File: config.mk
export PLATFORM = sky130hd
export DESIGN_NAME = fault_cfg_regs
export DESIGN_NICKNAME = d
export VERILOG_FILES = /design/src/fault_cfg_pkg.sv /design/src/fault_cfg_regs.sv
export SDC_FILE = /design/constraint.sdc
export NUM_CORES = 1
export LEC_CHECK = 0
export ABC_AREA = 1
export BUFFER_PORTS_ARGS = -buffer_cell sky130_fd_sc_hd__buf_2
export CAP_MARGIN = 10
export CORE_MARGIN = 2
export CORE_UTILIZATION = 45
export CTS_CLUSTER_DIAMETER = 60
export DETAILED_ROUTE_END_ITERATION = 12
export GPL_TIMING_DRIVEN = 0
export PLACE_DENSITY = 0.73
export SYNTH_ARGS = -nofsm -noshare
export SYNTH_HDL_FRONTEND = slang
export SYNTH_SLANG_ARGS = --single-unit
File: constraint.sdc
create_clock -name mclk -period 2.5 [get_ports mclk]
set_input_delay 0.125 -clock mclk [delete_from_list [all_inputs] [get_ports mclk]]
set_output_delay 0.125 -clock mclk [all_outputs]
set_load 0.01 [all_outputs]
File: src/fault_cfg_pkg.sv
package fault_cfg_pkg;

  // Register indices; byte address is four times the index
  localparam int unsigned IDX_FAULT_RESP = 32'h05;
  localparam int unsigned IDX_CTL_PRI = 32'h06;
  localparam int unsigned IDX_CTL_SEC = 32'h07;
  localparam int unsigned IDX_GATE_CUR = 32'h08;
  localparam int unsigned IDX_OCP = 32'h09;
  localparam int unsigned IDX_STATUS = 32'h10;
  localparam logic [7:0] ADDR_FAULT_RESP = 8'(IDX_FAULT_RESP * 4);
  localparam logic [7:0] ADDR_CTL_PRI = 8'(IDX_CTL_PRI * 4);
  localparam logic [7:0] ADDR_CTL_SEC = 8'(IDX_CTL_SEC * 4);
  localparam logic [7:0] ADDR_GATE_CUR = 8'(IDX_GATE_CUR * 4);
  localparam logic [7:0] ADDR_OCP = 8'(IDX_OCP * 4);
  localparam logic [7:0] ADDR_STATUS = 8'(IDX_STATUS * 4);

  // Reset values
  localparam logic [7:0] FAULT_RESP_RST = 8'h07;
  localparam logic [7:0] CTL_PRI_RST = 8'h35;
  localparam logic [7:0] CTL_SEC_RST = 8'h50;
  localparam logic [7:0] GATE_CUR_RST = 8'hFF;
  localparam logic [7:0] OCP_RST = 8'h00;

  // Field positions
  localparam int unsigned FR_SENSE_MODE_LSB = 6;
  localparam int unsigned FR_DRAIN_MODE_LSB = 4;
  localparam int unsigned FR_GATE_OFF_BIT = 3;
  localparam int unsigned FR_SENSE_OFF_LSB = 0;
  localparam int unsigned CP_CLEAR_BIT = 7;
  localparam int unsigned CP_LOCK_LSB = 4;
  localparam int unsigned CP_MODE_BIT = 3;
  localparam int unsigned CP_THRESH_LSB = 0;
  localparam int unsigned CS_DEAD_LSB = 6;
  localparam int unsigned CS_TRANS_LSB = 4;
  localparam int unsigned CS_BEMF_BIT = 3;
  localparam int unsigned CS_AMP_LSB = 0;
  localparam int unsigned GC_HIGH_LSB = 4;
  localparam int unsigned GC_LOW_LSB = 0;
  localparam int unsigned OC_DRAIN_TH_LSB = 4;
  localparam int unsigned OC_SENSE_RT_BIT = 3;
  localparam int unsigned OC_DRAIN_RT_BIT = 2;
  localparam int unsigned OC_FILTER_LSB = 0;
  // Status word layout
  localparam int unsigned ST_SUMMARY_BIT = 0;
  localparam int unsigned ST_SENSE_LSB = 1;
  localparam int unsigned ST_DRAIN_HI_LSB = 4;
  localparam int unsigned ST_DRAIN_LO_LSB = 7;
  localparam int unsigned ST_GATE_LSB = 10;
  localparam int unsigned ST_SENSE_PROT_BIT = 16;
  localparam int unsigned ST_DRAIN_PROT_BIT = 17;

  // Overcurrent response modes, lock codes and bus response codes
  localparam logic [1:0] MODE_LATCH = 2'h0;
  localparam logic [1:0] MODE_RETRY = 2'h1;
  localparam logic [1:0] MODE_REPORT = 2'h2;
  localparam logic [1:0] MODE_OFF = 2'h3;
  localparam logic [2:0] LOCK_ON = 3'h6;
  localparam logic [2:0] LOCK_OFF = 3'h3;
  localparam logic [1:0] RESP_OKAY = 2'h0;
  localparam logic [1:0] RESP_SLVERR = 2'h2;

  // Timing at mclk = 10 MHz; least times round up
  localparam int unsigned CLK_PERIOD_NS = 100;
  localparam int unsigned DEG0_NS = 1570;
  localparam int unsigned DEG1_NS = 2380;
  localparam int unsigned DEG2_NS = 3490;
  localparam int unsigned DEG3_NS = 5730;
  localparam int unsigned RETRY_LONG_US = 4000;
  localparam int unsigned RETRY_SHORT_US = 70;
  localparam int unsigned EN_LOW_US = 850;
  localparam logic [5:0] DEG0_CYC =
    6'((DEG0_NS + CLK_PERIOD_NS - 1) / CLK_PERIOD_NS);
  localparam logic [5:0] DEG1_CYC =
    6'((DEG1_NS + CLK_PERIOD_NS - 1) / CLK_PERIOD_NS);
  localparam logic [5:0] DEG2_CYC =
    6'((DEG2_NS + CLK_PERIOD_NS - 1) / CLK_PERIOD_NS);
  localparam logic [5:0] DEG3_CYC =
    6'((DEG3_NS + CLK_PERIOD_NS - 1) / CLK_PERIOD_NS);
  localparam int unsigned RETRY_LONG_CYC =
    (RETRY_LONG_US * 1000 + CLK_PERIOD_NS - 1) / CLK_PERIOD_NS;
  localparam logic [15:0] RETRY_SHORT_CYC =
    16'((RETRY_SHORT_US * 1000 + CLK_PERIOD_NS - 1) / CLK_PERIOD_NS);
  localparam int unsigned EN_LOW_CYC =
    (EN_LOW_US * 1000 + CLK_PERIOD_NS - 1) / CLK_PERIOD_NS;

  // AXI4-Lite request side, driven by the master
  typedef struct packed {
    logic awvalid;
    logic [7:0] awaddr;
    logic wvalid;
    logic [31:0] wdata;
    logic [3:0] wstrb;
    logic bready;
    logic arvalid;
    logic [7:0] araddr;
    logic rready;
  } axil_req_t;

  // AXI4-Lite answer side, driven by this slave
  typedef struct packed {
    logic awready;
    logic wready;
    logic bvalid;
    logic [1:0] bresp;
    logic arready;
    logic rvalid;
    logic [31:0] rdata;
    logic [1:0] rresp;
  } axil_rsp_t;

endpackage : fault_cfg_pkg

File: src/fault_cfg_regs.sv
// Fault response and configuration bank with overcurrent supervision
module fault_cfg_regs #(
  parameter logic [15:0] RETRY_LONG_CYC = 16'(fault_cfg_pkg::RETRY_LONG_CYC),
  parameter logic [15:0] EN_LOW_CYC = 16'(fault_cfg_pkg::EN_LOW_CYC)
) (
  input wire logic mclk,
  input wire logic resetn,
  input wire fault_cfg_pkg::axil_req_t axil_req,
  output fault_cfg_pkg::axil_rsp_t axil_rsp,
  input wire logic [2:0] sense_oc_in,
  input wire logic [2:0] drain_hi_oc_in,
  input wire logic [2:0] drain_lo_oc_in,
  input wire logic [5:0] gate_src_fault_in,
  input wire logic enable_in,
  output logic fault_out_n,
  output logic sense_protect,
  output logic drain_protect,
  output logic input_mode_sel,
  output logic [2:0] sense_oc_thresh,
  output logic [1:0] deadband_sel,
  output logic [1:0] gate_transition_sel,
  output logic backemf_amp_on,
  output logic [2:0] diff_amp_on,
  output logic [3:0] high_drive_current,
  output logic [3:0] low_drive_current,
  output logic [3:0] drain_oc_thresh,
  output logic [1:0] oc_filter_sel
);

  // Whole state of the block in one record
  typedef struct packed {
    fault_cfg_pkg::axil_rsp_t rsp; // Bus answer flops
    logic aw_ok; // Write address held
    logic [7:0] aw_addr;
    logic w_ok; // Write data held
    logic [7:0] w_data; // Only lane 0 carries register bits
    logic w_lane0;
    logic [7:0] fault_resp; // Response modes and detector off bits
    logic [2:0] lock; // Write lock field
    logic mode; // Input mode
    logic [2:0] thresh; // Sense threshold code
    logic [7:0] ctl_sec;
    logic [7:0] gate_cur;
    logic [7:0] ocp;
    logic [15:0] sync1; // First synchroniser stage, read only by sync2
    logic [15:0] sync2;
    logic [5:0] s_deg; // Sense deglitch counter
    logic [5:0] d_deg; // Drain deglitch counter
    logic [15:0] s_rt; // Sense retry timer
    logic [15:0] d_rt; // Drain retry timer
    logic [15:0] en_cnt; // Enable-low duration
    logic [2:0] sense_oc_flag;
    logic [2:0] high_switch_drain_oc_flag;
    logic [2:0] low_switch_drain_oc_flag;
    logic [5:0] gate_flag;
    logic s_prot;
    logic d_prot;
    logic fault_n;
  } state_t;

  state_t q;
  state_t d;

  // Decoded views of the synchronised pins
  logic en_s;
  logic [2:0] sense_s;
  logic [2:0] dlo_s;
  logic [2:0] dhi_s;
  logic [5:0] gate_s;
  // Working terms
  logic [1:0] s_mode;
  logic [1:0] d_mode;
  logic locked;
  logic wr_go;
  logic wr_hit;
  logic clr_wr;
  logic en_evt;
  logic clr;
  logic [2:0] s_act;
  logic s_cond;
  logic d_cond;
  logic s_evt;
  logic d_evt;
  logic [5:0] deg_tgt;
  logic [5:0] g_new;
  logic [31:0] rd;
  logic rd_hit;

  // Next-state logic: bus, registers, detectors, flags
  always_comb
  begin
    d = q;
    // Two-stage synchroniser for every pin
    d.sync1 = {gate_src_fault_in, drain_hi_oc_in, drain_lo_oc_in,
               sense_oc_in, enable_in};
    d.sync2 = q.sync1;
    {gate_s, dhi_s, dlo_s, sense_s, en_s} = q.sync2;
    s_mode = q.fault_resp[fault_cfg_pkg::FR_SENSE_MODE_LSB +: 2];
    d_mode = q.fault_resp[fault_cfg_pkg::FR_DRAIN_MODE_LSB +: 2];
    locked = (q.lock == fault_cfg_pkg::LOCK_ON);

    // Address and data are taken independently, in either order
    if (axil_req.awvalid && q.rsp.awready)
    begin
      d.aw_ok = 1'b1;
      d.aw_addr = axil_req.awaddr;
      d.rsp.awready = 1'b0;
    end
    if (axil_req.wvalid && q.rsp.wready)
    begin
      d.w_ok = 1'b1;
      d.w_data = axil_req.wdata[7:0];
      d.w_lane0 = axil_req.wstrb[0];
      d.rsp.wready = 1'b0;
    end

    // Perform the write once both halves are held
    wr_go = q.aw_ok && q.w_ok && !q.rsp.bvalid;
    wr_hit = 1'b0;
    clr_wr = 1'b0;
    if (wr_go)
    begin
      d.aw_ok = 1'b0;
      d.w_ok = 1'b0;
      d.rsp.bvalid = 1'b1;
      case (q.aw_addr)
        fault_cfg_pkg::ADDR_FAULT_RESP:
        begin
          wr_hit = 1'b1;
          if (q.w_lane0 && !locked)
            d.fault_resp = q.w_data;
        end
        fault_cfg_pkg::ADDR_CTL_PRI:
        begin
          wr_hit = 1'b1;
          if (q.w_lane0)
          begin
            // Lock field stays writable; only the two codes act
            if (q.w_data[fault_cfg_pkg::CP_LOCK_LSB +: 3] ==
                fault_cfg_pkg::LOCK_ON ||
                q.w_data[fault_cfg_pkg::CP_LOCK_LSB +: 3] ==
                fault_cfg_pkg::LOCK_OFF)
              d.lock = q.w_data[fault_cfg_pkg::CP_LOCK_LSB +: 3];
            if (!locked)
            begin
              d.mode = q.w_data[fault_cfg_pkg::CP_MODE_BIT];
              d.thresh = q.w_data[fault_cfg_pkg::CP_THRESH_LSB +: 3];
              clr_wr = q.w_data[fault_cfg_pkg::CP_CLEAR_BIT];
            end
          end
        end
        fault_cfg_pkg::ADDR_CTL_SEC:
        begin
          wr_hit = 1'b1;
          if (q.w_lane0 && !locked)
            d.ctl_sec = q.w_data;
        end
        fault_cfg_pkg::ADDR_GATE_CUR:
        begin
          wr_hit = 1'b1;
          if (q.w_lane0 && !locked)
            d.gate_cur = q.w_data;
        end
        fault_cfg_pkg::ADDR_OCP:
        begin
          wr_hit = 1'b1;
          if (q.w_lane0 && !locked)
            d.ocp = q.w_data;
        end
        fault_cfg_pkg::ADDR_STATUS:
          wr_hit = 1'b1; // Read-only, write ignored
        default:
          wr_hit = 1'b0;
      endcase
      d.rsp.bresp = wr_hit ? fault_cfg_pkg::RESP_OKAY
                           : fault_cfg_pkg::RESP_SLVERR;
    end
    // Response accepted: ready for the next write
    if (q.rsp.bvalid && axil_req.bready)
    begin
      d.rsp.bvalid = 1'b0;
      d.rsp.awready = 1'b1;
      d.rsp.wready = 1'b1;
    end

    // Read data, sampled at the address handshake
    rd = '0;
    rd_hit = 1'b1;
    case (axil_req.araddr)
      fault_cfg_pkg::ADDR_FAULT_RESP:
        rd[7:0] = q.fault_resp;
      fault_cfg_pkg::ADDR_CTL_PRI:
      begin
        // Clear bit always reads zero
        rd[fault_cfg_pkg::CP_LOCK_LSB +: 3] = q.lock;
        rd[fault_cfg_pkg::CP_MODE_BIT] = q.mode;
        rd[fault_cfg_pkg::CP_THRESH_LSB +: 3] = q.thresh;
      end
      fault_cfg_pkg::ADDR_CTL_SEC:
        rd[7:0] = q.ctl_sec;
      fault_cfg_pkg::ADDR_GATE_CUR:
        rd[7:0] = q.gate_cur;
      fault_cfg_pkg::ADDR_OCP:
        rd[7:0] = q.ocp;
      fault_cfg_pkg::ADDR_STATUS:
      begin
        rd[fault_cfg_pkg::ST_SUMMARY_BIT] = !q.fault_n;
        rd[fault_cfg_pkg::ST_SENSE_LSB +: 3] = q.sense_oc_flag;
        rd[fault_cfg_pkg::ST_DRAIN_HI_LSB +: 3] = q.high_switch_drain_oc_flag;
        rd[fault_cfg_pkg::ST_DRAIN_LO_LSB +: 3] = q.low_switch_drain_oc_flag;
        rd[fault_cfg_pkg::ST_GATE_LSB +: 6] = q.gate_flag;
        rd[fault_cfg_pkg::ST_SENSE_PROT_BIT] = q.s_prot;
        rd[fault_cfg_pkg::ST_DRAIN_PROT_BIT] = q.d_prot;
      end
      default:
        rd_hit = 1'b0;
    endcase
    if (axil_req.arvalid && q.rsp.arready)
    begin
      d.rsp.arready = 1'b0;
      d.rsp.rvalid = 1'b1;
      d.rsp.rdata = rd;
      d.rsp.rresp = rd_hit ? fault_cfg_pkg::RESP_OKAY
                           : fault_cfg_pkg::RESP_SLVERR;
    end
    if (q.rsp.rvalid && axil_req.rready)
    begin
      d.rsp.rvalid = 1'b0;
      d.rsp.arready = 1'b1;
    end

    // Enable low for longer than the sleep time acts as a clear
    en_evt = !en_s && (q.en_cnt == EN_LOW_CYC);
    if (en_s)
      d.en_cnt = '0;
    else if (q.en_cnt <= EN_LOW_CYC)
      d.en_cnt = q.en_cnt + 16'h0001;
    clr = clr_wr || en_evt;

    // Shared deglitch time for both detectors
    case (q.ocp[fault_cfg_pkg::OC_FILTER_LSB +: 2])
      2'h0: deg_tgt = fault_cfg_pkg::DEG0_CYC;
      2'h1: deg_tgt = fault_cfg_pkg::DEG1_CYC;
      2'h2: deg_tgt = fault_cfg_pkg::DEG2_CYC;
      default: deg_tgt = fault_cfg_pkg::DEG3_CYC;
    endcase

    // Detector conditions; disabled channels and mode 11 never count
    s_act = sense_s &
            ~q.fault_resp[fault_cfg_pkg::FR_SENSE_OFF_LSB +: 3];
    s_cond = (|s_act) && (s_mode != fault_cfg_pkg::MODE_OFF);
    d_cond = (|{dhi_s, dlo_s}) && (d_mode != fault_cfg_pkg::MODE_OFF);
    // Counter saturates, so one unbroken excursion gives one event
    s_evt = s_cond && (q.s_deg == deg_tgt - 6'h01);
    d_evt = d_cond && (q.d_deg == deg_tgt - 6'h01);
    if (!s_cond)
      d.s_deg = '0;
    else if (q.s_deg < deg_tgt)
      d.s_deg = q.s_deg + 6'h01;
    if (!d_cond)
      d.d_deg = '0;
    else if (q.d_deg < deg_tgt)
      d.d_deg = q.d_deg + 6'h01;
    g_new = gate_s & {6{!q.fault_resp[fault_cfg_pkg::FR_GATE_OFF_BIT]}};

    // Flags: clear first, then new events, so a set wins
    if (clr)
    begin
      d.sense_oc_flag = '0;
      d.high_switch_drain_oc_flag = '0;
      d.low_switch_drain_oc_flag = '0;
      d.gate_flag = '0;
      d.s_prot = 1'b0;
      d.d_prot = 1'b0;
      d.s_rt = '0;
      d.d_rt = '0;
    end
    d.gate_flag = d.gate_flag | g_new;

    // Retry timers release protection when they run out
    if (d.s_rt != '0)
    begin
      if (d.s_rt == 16'h0001)
        d.s_prot = 1'b0;
      d.s_rt = d.s_rt - 16'h0001;
    end
    if (d.d_rt != '0)
    begin
      if (d.d_rt == 16'h0001)
        d.d_prot = 1'b0;
      d.d_rt = d.d_rt - 16'h0001;
    end

    // Sense event: every live mode reports, only 00 and 01 act
    if (s_evt)
    begin
      d.sense_oc_flag = d.sense_oc_flag | s_act;
      if (s_mode == fault_cfg_pkg::MODE_LATCH)
      begin
        d.s_prot = 1'b1;
        d.s_rt = '0;
      end
      else if (s_mode == fault_cfg_pkg::MODE_RETRY)
      begin
        d.s_prot = 1'b1;
        d.s_rt = q.ocp[fault_cfg_pkg::OC_SENSE_RT_BIT] ?
                 fault_cfg_pkg::RETRY_SHORT_CYC : RETRY_LONG_CYC;
      end
    end
    // Drain event: per-switch flags, same response scheme
    if (d_evt)
    begin
      d.high_switch_drain_oc_flag = d.high_switch_drain_oc_flag | dhi_s;
      d.low_switch_drain_oc_flag = d.low_switch_drain_oc_flag | dlo_s;
      if (d_mode == fault_cfg_pkg::MODE_LATCH)
      begin
        d.d_prot = 1'b1;
        d.d_rt = '0;
      end
      else if (d_mode == fault_cfg_pkg::MODE_RETRY)
      begin
        d.d_prot = 1'b1;
        d.d_rt = q.ocp[fault_cfg_pkg::OC_DRAIN_RT_BIT] ?
                 fault_cfg_pkg::RETRY_SHORT_CYC : RETRY_LONG_CYC;
      end
    end
    // Fault pin low while any flag stands
    d.fault_n = !(|{d.sense_oc_flag, d.high_switch_drain_oc_flag,
                    d.low_switch_drain_oc_flag, d.gate_flag});
  end

  // State register, synchronous active-low reset
  always_ff @(posedge mclk)
  begin
    if (!resetn)
    begin
      q <= '0;
      q.rsp.awready <= 1'b1;
      q.rsp.wready <= 1'b1;
      q.rsp.arready <= 1'b1;
      q.fault_resp <= fault_cfg_pkg::FAULT_RESP_RST;
      q.lock <=
        fault_cfg_pkg::CTL_PRI_RST[fault_cfg_pkg::CP_LOCK_LSB +: 3];
      q.mode <= fault_cfg_pkg::CTL_PRI_RST[fault_cfg_pkg::CP_MODE_BIT];
      q.thresh <=
        fault_cfg_pkg::CTL_PRI_RST[fault_cfg_pkg::CP_THRESH_LSB +: 3];
      q.ctl_sec <= fault_cfg_pkg::CTL_SEC_RST;
      q.gate_cur <= fault_cfg_pkg::GATE_CUR_RST;
      q.ocp <= fault_cfg_pkg::OCP_RST;
      q.fault_n <= 1'b1;
      q.sync1 <= 16'hFFFF & 16'h0001; // Enable assumed high
      q.sync2 <= 16'h0001;
    end
    else
    begin
      q <= d;
    end
  end

  // Outputs straight from flops
  assign axil_rsp = q.rsp;
  assign fault_out_n = q.fault_n;
  assign sense_protect = q.s_prot;
  assign drain_protect = q.d_prot;
  assign input_mode_sel = q.mode;
  assign sense_oc_thresh = q.thresh;
  assign deadband_sel = q.ctl_sec[fault_cfg_pkg::CS_DEAD_LSB +: 2];
  assign gate_transition_sel =
    q.ctl_sec[fault_cfg_pkg::CS_TRANS_LSB +: 2];
  assign backemf_amp_on = q.ctl_sec[fault_cfg_pkg::CS_BEMF_BIT];
  assign diff_amp_on = q.ctl_sec[fault_cfg_pkg::CS_AMP_LSB +: 3];
  assign high_drive_current =
    q.gate_cur[fault_cfg_pkg::GC_HIGH_LSB +: 4];
  assign low_drive_current =
    q.gate_cur[fault_cfg_pkg::GC_LOW_LSB +: 4];
  assign drain_oc_thresh = q.ocp[fault_cfg_pkg::OC_DRAIN_TH_LSB +: 4];
  assign oc_filter_sel = q.ocp[fault_cfg_pkg::OC_FILTER_LSB +: 2];
endmodule : fault_cfg_regs

==> metrics.txt, run 1 <==
status=finished, final reports clean; Critical-path top delay cell=dfxtp_1; RePlAce Congestion=0.917; synthesized flop and latch total=193; top_reg_cell synth=dfxtp_1; Reg clk slew, reported paths=0.09 ns; Starting Density=45.4%; Pins Over Slew Limit=0; all-layer global routing usage=22.7%; initial antenna violation count=0; DIE AREA=22200 um^2; Min Clock Period, post-route=2.37 ns; crit-path max FO=10; Final setup viols=0; wire per inst=14.6 um; Die Width=149 um; fin area=11500 um^2; Worst Path Buf+Inv=3; CP max stage delay=0.35 ns; vias per cell=5.10; Max-slew headroom=49.2%; sequential area share after synthesis=40.9%; core area=20800 um^2; Setup crit start kind=flip-flop; Routed Wire Length=25300 um; unique cell type count in the Yosys netlist=53; Buffers on Ports=100; number of synthesized flops with an enable pin=0; Routed Antenna Nets=0; P_leak=5.19 nW; drt first-iter violations=774; total power=9.24 mW; DRT Pass-1 Iters=5; largest net degree at the start of global routing=22; top cell family by delay on the critical path=simple AND/OR/NAND/NOR gates; CP Cell Sequence=inv_2 > nand3_2 > nor2_4 > nand3_4 > buf_4 > buf_2 > o211ai_1 > nand2_1 > nor2_2 > nand2_1 > nand2_1 > nand2_1 > nand3_1 > nand2_1 > nand2_1 > a21oi_1; Top cell by count, worst path=nand2_1; vias in the first global route=8081; diodes inserted=0; Pwr Density=802 nW/um^2; post-synthesis async set-or-reset flop share=0%; Worst Tran Pin Value=0.761 ns; routed vias=8835; DPL Wire Length=18600 um; first-pass GRT wire length=40100 um; Critical Path RT=2.80 ns; max cap viols=0; commonest non-fill, non-tap cell in the layout=nand2_1; clk buf depth=2; TritonCTS Sinks=193; Chip Height=149 um; VDD IR max=642 uV; clock tree from TritonCTS=done; synthesized cell area=9450 um^2; num ports=145; H-tree depth=4; CTS Buf Count=17; Period Utilization, post-route=94.8%; Congestion Overflow GR=0; WS Path Type=reg -> reg; final hold violation count=0; most frequent cells in the layout=211 x nand2_1, 191 x dfxtp_1, 172 x inv_1, 106 x a21oi_1, 103 x buf_2; Hold/Removal Path Class=in -> reg; Area Overhead vs Synth=21.8%; dpl cells=1659; final cell count without fillers=1732; layout net count=1541; Rows=53; Worst Skew=0.0153 ns; DP Area=10400 um^2; Worst EP arrival=2.67 ns; clk root buf=clkbuf_16; fillers=1946; final core utilization=55.3%; Syn Area/Cell=7.45 um^2; clk_lat worst skew=0.44 ns; r2r setup slk=0.13 ns; share of cells above drive strength 1=20.6%; Fin Hold WS=0.0139 ns; Residual DRC=0; Ys Warns=0; Peak Freq=0.422 GHz; Syn Inst Count=1269; Crit. End Element=flip-flop
==> cell families (layout without fill, tap and decap cells) <==
logic type | after synthesis | in the layout | synth area share, %
buffers and inverters | 287 | 460 | 14.4
AND/OR/NAND/NOR | 462 | 462 | 22.2
XOR/XNOR | 17 | 17 | 1.58
flip-flops | 193 | 193 | 40.9
other | 1 | 16 | 0.0397
AO/OA/AOI/OAI | 287 | 287 | 18.0
adder cells (fa/ha/maj) | 22 | 22 | 2.91
==> repair_timing <==
item                                   4_1_cts  5_1_grt
buffers inserted                             5        7
pin swaps                                    5        8
endpoints found under the hold margin       33        0
gates resized for setup                     23       23
setup endpoints to repair                   51       37
hold buffers                                31        0
==> registers in the layout, summed over array words and instances, names as in the netlist <==
register and cells:
axil_rsp 25, drain_oc_thresh 4, high_drive_current 4, low_drive_current 4
drain_protect 1, input_mode_sel 1, diff_amp_on 3, d 16
dhi_s 3, q 108, d_mode 2, dlo_s 3
oc_filter_sel 2, backemf_amp_on 1, sense_protect 1, deadband_sel 2
gate_transition_sel 2, gate_s 6, fault_out_n 1, en_s 1
sense_oc_thresh 3
==> where the power goes <==
part | internal, mW | leakage, nW | switching, mW
clock network | 1.36 | 0.294 | 1.39
logic | 1.17 | 3.32 | 1.68
registers | 3.37 | 1.58 | 0.258
==> path summary, 6_finish.rpt <==
path / start / endpoint / cells past startpoint
worst min register to register: d[88] / gate_s[0] / 2
worst max register to register: axil_rsp[38] / q[65] / 16
worst min-delay path: axil_req[22] / q[157] / 3
worst max-delay path: axil_rsp[38] / q[65] / 16
==> layout make-up <==
| type | instances | area [um^2] | area share, % |
|---|---|---|---|
| Multi-Input combinational cell | 804 | 4420 | 38.4 |
| Sequential cell | 193 | 3870 | 33.6 |
| Timing Repair Buffer | 143 | 905 | 7.86 |
| Inverter | 186 | 706 | 6.13 |
| Buffer | 99 | 658 | 5.72 |
| Clock buffer | 17 | 425 | 3.70 |
| Tap cell | 275 | 344 | 2.99 |
| Clock inverter | 15 | 186 | 1.62 |
==> synth_stat cells, types with 6 or more instances <==
master / n / area [um^2]
o211ai_1: 31 / 233
nand4_1: 19 / 119
ha_1: 22 / 275
nor2_2: 6 / 37.5
a31oi_1: 9 / 56.3
nand3_1: 52 / 260
xnor2_1: 12 / 105
buf_4: 65 / 488
o22ai_1: 19 / 119
dfxtp_1: 193 / 3860
a211oi_1: 7 / 52.6
o21ai_0: 78 / 390
nor3_1: 28 / 140
clkbuf_1: 23 / 86.3
a22o_1: 6 / 52.6
nor2_1: 97 / 364
inv_1: 175 / 657
nand2_2: 10 / 62.6
o21ai_2: 8 / 70.1
a21oi_1: 106 / 531
nand2_1: 218 / 818
==> layer usage <==
metal  share of wire [%]  global-route usage [%]  vias up
met3                 4.9                    4.22       52
li1                    -                       -     4444
met4                 2.9                    8.14        0
met2                  48                    38.7      255
met1                  44                    28.7     4084
met5                   0                       0        -
==> through the flow <==
stage | setup TNS, ns | setup slack, ns
4_1_cts | 0 | 0.0112
2_1_floorplan | 0 | 0.0134
5_1_grt | -0.126 | -0.0335
3_3_place_gp | -16.67 | -0.593
3_5_place_dp | -17.87 | -0.634
6_report | 0 | 0.129
==> worst reg2reg max path, stage by stage, from the launching register on <==
cell,delay (ns)
dfxtp_1,0.35
inv_2,0.08
nand3_2,0.14
nor2_4,0.20
nand3_4,0.14
buf_4,0.21
buf_2,0.20
o211ai_1,0.16
nand2_1,0.12
nor2_2,0.16
nand2_1,0.07
nand2_1,0.06
nand2_1,0.09
nand3_1,0.09
nand2_1,0.05
nand2_1,0.05
a21oi_1,0.05
(Power assumes the default switching activity.)
==> run 2, diff against run 1 <==
- CORE_MARGIN: 2 -> default
==> run 2 against run 1 <==
Sequential power hardly changed. Sequential share of layout area hardly changed. Clock power is 2% lower. Global-route usage is 1.5 points higher. Combinational power is 5% higher. Power is 0.95% higher. Cell count is 0.12% lower. Final area is 0.12% lower. Non-clock buffer count is 2 higher. Wire length is 2.4% higher. Via count is 2.3% higher.
==> metrics.txt, run 2 (synthesized netlist as in run 1, its figures left out) <==
Pwr Density=811 nW/um^2 (+1.1%); VDD IR max=459 uV (-29%); Hold/Removal Path Class=in -> reg; Crit. End Element=flip-flop; clock tree from TritonCTS=done; layout net count=1544 (+0.19%); top cell family by delay on the critical path=simple AND/OR/NAND/NOR gates; Critical Path RT=2.85 ns (+0.05 ns); CP Cell Sequence=inv_4 > ha_4 > ha_1 > a21oi_1 > o221ai_1 > nor3_2 > nand3_1 > nand2_4 > inv_1 > a31oi_4 > inv_1 > nand2_1 > inv_1; Congestion Overflow GR=0 (unchanged); initial antenna violation count=0 (unchanged); final hold violation count=0 (unchanged); WL met1=10900 um (-1.4%); Top cell by count, worst path=inv_1; Starting Density=46.3% (+0.87 points); crit-path max FO=6 (-4); Area Overhead vs Synth=21.6%; Max-slew headroom=46.1% (-3.2 points); routed wl met2=12700 um (+3.9%); Worst Path Buf+Inv=4 (+1); wire per inst=15.0 um (+2.5%); Min Clock Period, post-route=2.34 ns (-0.0298 ns); Setup crit start kind=flip-flop; top routing layer used=met4; clk buf depth=2 (unchanged); Peak Freq=0.427 GHz (+1.3%); RSZ-0062 raised after global routing=true; met3 WL post-DR=1320 um (+6.6%); final core utilization=56.3% (+1.0 points); dpl cells=1654 (-0.30%); WS Path Type=reg -> reg; routed vias=9036 (+2.3%); status=finished, final reports clean; Buffers on Ports=100 (unchanged); Worst Tran Pin Value=0.809 ns (+0.0475 ns); DPL Wire Length=18600 um (-0.14%); clk_lat worst skew=0.45 ns (about the same); num ports=145 (unchanged); drt first-iter violations=657 (-15%); Final setup viols=0 (unchanged); DP Area=10300 um^2 (about the same); DIE AREA=21600 um^2 (-2.7%); vias in the first global route=8497 (+5.1%); Worst EP arrival=2.69 ns (+0.02 ns); Rows=52 (-1.9%); Residual DRC=0 (unchanged); Pins Over Slew Limit=0 (unchanged); Most flops, register=q; Routed Antenna Nets=0 (unchanged); P_leak=5.19 nW (about the same); Fin Setup TNS=0 ns (unchanged); fillers=1928 (-0.92%); area of the multi-input gates=4420 um^2 (about the same); Die Width=147 um (-1.3%); Period Utilization, post-route=93.6% (-1.2 points); all-layer global routing usage=24.2% (+1.5 points); commonest non-fill, non-tap cell in the layout=nand2_1; diodes inserted=0 (unchanged); max cap viols=0 (unchanged); Worst Skew=0.0151 ns (-0.000133 ns); Reg clk slew, reported paths=0.08 ns (about the same); DRT Pass-1 Iters=5 (unchanged); core area=20400 um^2 (-1.9%); CP max stage delay=0.40 ns (+0.05 ns); vias per cell=5.22 (+2.4%); first-pass GRT wire length=41400 um (+3.4%); final cell count without fillers=1730 (-0.12%); largest net degree at the start of global routing=21 (-4.5%); RePlAce Congestion=0.895 (-2.4%); fin area=11500 um^2 (-0.12%); H-tree depth=4 (unchanged); clk root buf=clkbuf_16; Critical-path top delay cell=dfxtp_4; CTS Buf Count=17 (unchanged); max reg flops=108 (unchanged); FF+latch area=3870 um^2 (about the same); most frequent cells in the layout=213 x nand2_1, 192 x dfxtp_1, 172 x inv_1, 105 x a21oi_1, 101 x buf_2; Routed Wire Length=25900 um (+2.4%); share of cells above drive strength 1=20.3% (-0.25 points); TritonCTS Sinks=193 (unchanged); Chip Height=147 um (-1.3%)
==> run 2: cell types whose count changed in the layout (fill, tap and decap cells not counted), sizes merged <==
cell         delta
dlygate4sd3     +3
inv             +1
clkbuf          +1
buf             -2
clkinvlp        -1
nand2           +1
==> run 2: path summary, 6_finish.rpt <==
path / start / slack [ns] / end / depth (start not counted)
setup / recovery: oc_filter_sel[0] / 0.16 / q[55] / 13
hold / removal: axil_req[18] / 0.02 / q[153] / 3
setup reg to reg: oc_filter_sel[0] / 0.16 / q[55] / 13
hold reg to reg: d[81] / 0.41 / q[81] / 2
==> run 2: cell type report <==
class                      count  area share (%)
buffer                        98            5.59
clock inverter                15            1.41
clock buffer                  17            3.70
tap                          270            2.94
timing repair buffer         146            8.16
sequential                   193            33.6
inverter                     186            6.15
multi-input combinational    805            38.4
==> run 2: per-layer routing <==
layer | vias to the layer above | global-route usage (%)
met4 | 0 | 12.6
met2 | 309 | 41.8
li1 | 4451 | -
met5 | - | 0
met1 | 4208 | 29.5
met3 | 68 | 3.04
==> run 2: what timing repair did <==
| action | CTS | global route |
|---|---|---|
| pin swaps | 5 | 13 |
| endpoints found under the setup margin | 51 | 37 |
| buffers inserted | 5 | 7 |
| resized for setup | 22 | 25 |
| hold endpoints to repair | 36 | 0 |
| gates cloned | 1 | 0 |
| hold buffers | 34 | 0 |
==> run 2: per-stage QoR <==
stage               setup slack, ns  total power [mW]  hold slack (ns)
floorplan                    0.0134              5.82            0.223
CTS                         0.00438              9.19          0.00315
global placement             -0.495              6.34            0.309
finish                        0.159              9.32           0.0169
detailed placement           -0.494              6.38            0.311
global route                -0.0324              9.83           0.0917
==> run 2: worst reg2reg max path, stage by stage (launching register included) <==
cell and delay, ns:
dfxtp_4 0.40, inv_4 0.08, ha_4 0.20, ha_1 0.27, a21oi_1 0.12, o221ai_1 0.13
nor3_2 0.20, nand3_1 0.18, nand2_4 0.15, inv_1 0.11, a31oi_4 0.23, inv_1 0.09
nand2_1 0.07, inv_1 0.04
==> run 2: where the power goes <==
part / leakage [nW] / switching [mW] / internal, mW
Combinational: 3.33 / 1.77 / 1.23
Sequential: 1.58 / 0.250 / 3.37
Clock: 0.287 / 1.36 / 1.34
==> run 3, diff against run 2 <==
- CAP_MARGIN: 10 -> 5
- RECOVER_POWER: default -> 100
==> run 3 against run 2 <==
Hold slack better by 0.00099 ns. Cell count stayed put. Non-clock buffer count stayed put. Clock-buffer cell count stayed put. Core utilization is 0.19 points lower. Critical endpoint unchanged.
==> metrics.txt, run 3 (synthesized netlist as in run 1, its figures left out) <==
Die Width=147 um (unchanged); RePlAce Congestion=0.895 (unchanged); CP max stage delay=0.39 ns (about the same); final hold violation count=0 (unchanged); Max-slew headroom=46.5% (+0.40 points); num ports=145 (unchanged); routed vias=9008 (-0.31%); diodes inserted=0 (unchanged); vias in the first global route=8497 (unchanged); largest net degree at the start of global routing=21 (unchanged); Reg clk slew, reported paths=0.08 ns (about the same); CP Cell Sequence=inv_4 > ha_4 > ha_1 > a21oi_1 > o221ai_1 > nor3_2 > nand3_1 > nand2_4 > inv_1 > a31oi_4 > inv_1 > nand2_1 > inv_1; Peak Freq=0.429 GHz (+0.34%); DPL Wire Length=18600 um (unchanged); P_leak=5.08 nW (-2.3%); WL met1=11000 um (+0.72%); fin area=11500 um^2 (-0.34%); CTS Buf Count=17 (unchanged); Residual DRC=0 (unchanged); Critical Path Source=oc_filter_sel[0]; Chip Height=147 um (unchanged); DRT Pass-1 Iters=5 (unchanged); vias per cell=5.21 (-0.31%); Worst Skew=0.0152 ns (+0.000102 ns); Worst Tran Pin Value=0.803 ns (-0.00593 ns); Hold/Removal Path Class=in -> reg; final cell count without fillers=1730 (unchanged); Crit. End Element=flip-flop; Final setup viols=0 (unchanged); H-tree depth=4 (unchanged); Starting Density=46.3% (unchanged); Congestion Overflow GR=0 (unchanged); Worst EP arrival=2.69 ns (about the same); commonest non-fill, non-tap cell in the layout=nand2_1; drt first-iter violations=644 (-2.0%); VDD IR max=457 uV (-0.44%); WS Path Type=reg -> reg; layout net count=1544 (unchanged); DP Area=10300 um^2 (unchanged); Min Clock Period, post-route=2.33 ns (-0.00793 ns); max cap viols=0 (unchanged); Critical-path top delay cell=dfxtp_4; DIE AREA=21600 um^2 (unchanged); all-layer global routing usage=24.2% (unchanged); RSZ-0062 raised after global routing=true; Pwr Density=812 nW/um^2 (+0.15%); Pins Over Slew Limit=0 (unchanged); reg-to-reg startpoint=oc_filter_sel[0]; max reg flops=108 (unchanged); crit-path max FO=6 (unchanged); dpl cells=1654 (unchanged); top cell family by delay on the critical path=simple AND/OR/NAND/NOR gates; wire per inst=15.0 um (-0.23%); Most flops, register=q; met3 WL post-DR=1310 um (-0.61%); Fin Setup TNS=0 ns (unchanged); Routed Wire Length=25900 um (-0.23%); Period Utilization, post-route=93.3% (-0.32 points); Rows=52 (unchanged); clock tree from TritonCTS=done; clk buf depth=2 (unchanged); initial antenna violation count=0 (unchanged); Top cell by count, worst path=inv_1; Buffers on Ports=100 (unchanged); most frequent cells in the layout=213 x nand2_1, 192 x dfxtp_1, 172 x inv_1, 105 x a21oi_1, 91 x nor2_1; total power=9.31 mW (-0.19%); hold_sp=axil_req[18]; Setup crit start kind=flip-flop; clk_lat worst skew=0.45 ns (about the same); routed wl met2=12600 um (-0.92%); Critical Path RT=2.85 ns (about the same); status=finished, final reports clean; Area Overhead vs Synth=21.2%; share of cells above drive strength 1=18.2% (-2.1 points); clk root buf=clkbuf_16; Worst Path Buf+Inv=4 (unchanged); core area=20400 um^2 (unchanged); Routed Antenna Nets=0 (unchanged); top routing layer used=met4; first-pass GRT wire length=41400 um (unchanged); TritonCTS Sinks=193 (unchanged)
[run 3: what timing repair did]
item                       CTS  global route
gates resized for setup     22            25
hold buffers                34             0
setup endpoints to repair   51            37
setup buffers                5             7
gates cloned                 1             0
pin swaps                    5            13
hold endpoints to repair    36             0
[run 3: worst min-delay path, delay by kind of cell]
kind / cells / cell delay, ns
AOI/OAI and AO/OA: 2 / 0.23
buffers and inverters: 1 / 0.08
[run 3: area by class of cell]
type,count,area [um^2]
Clock inverter,15,163
Clock buffer,17,425
Sequential cell,193,3870
Inverter,186,707
Tap cell,270,338
Buffer,98,643
Timing Repair Buffer,146,900
Fill cell,1935,8970
Multi-Input combinational cell,805,4420
[run 3: stage by stage]
stage	util, %	setup slack, ns	hold slack (ns)
2_1_floorplan	-	0.0134	0.223
3_3_place_gp	50.6	-0.495	0.309
3_5_place_dp	50.6	-0.494	0.311
4_1_cts	55.8	0.00438	0.00315
5_1_grt	56.1	-0.0324	0.0917
6_report	56.1	0.167	0.0179
[run 3: final timing paths]
path / to / slack (ns) / cells after the start
max: q[55] / 0.17 / 13
min: q[153] / 0.02 / 3
max reg2reg: q[55] / 0.17 / 13
min reg2reg: q[81] / 0.41 / 2
[run 3: power by group]
part	leakage [nW]	total (mW)	internal (mW)	switching [mW]
clock	0.287	2.69	1.34	1.35
combinational	3.21	2.99	1.22	1.77
sequential	1.58	3.62	3.37	0.251
[run 3: per-layer routing]
| metal | global-route usage [%] | vias up |
|---|---|---|
| li1 | - | 4453 |
| met1 | 29.5 | 4182 |
| met2 | 41.8 | 311 |
| met3 | 3.04 | 62 |
| met4 | 12.6 | 0 |
| met5 | 0 | - |
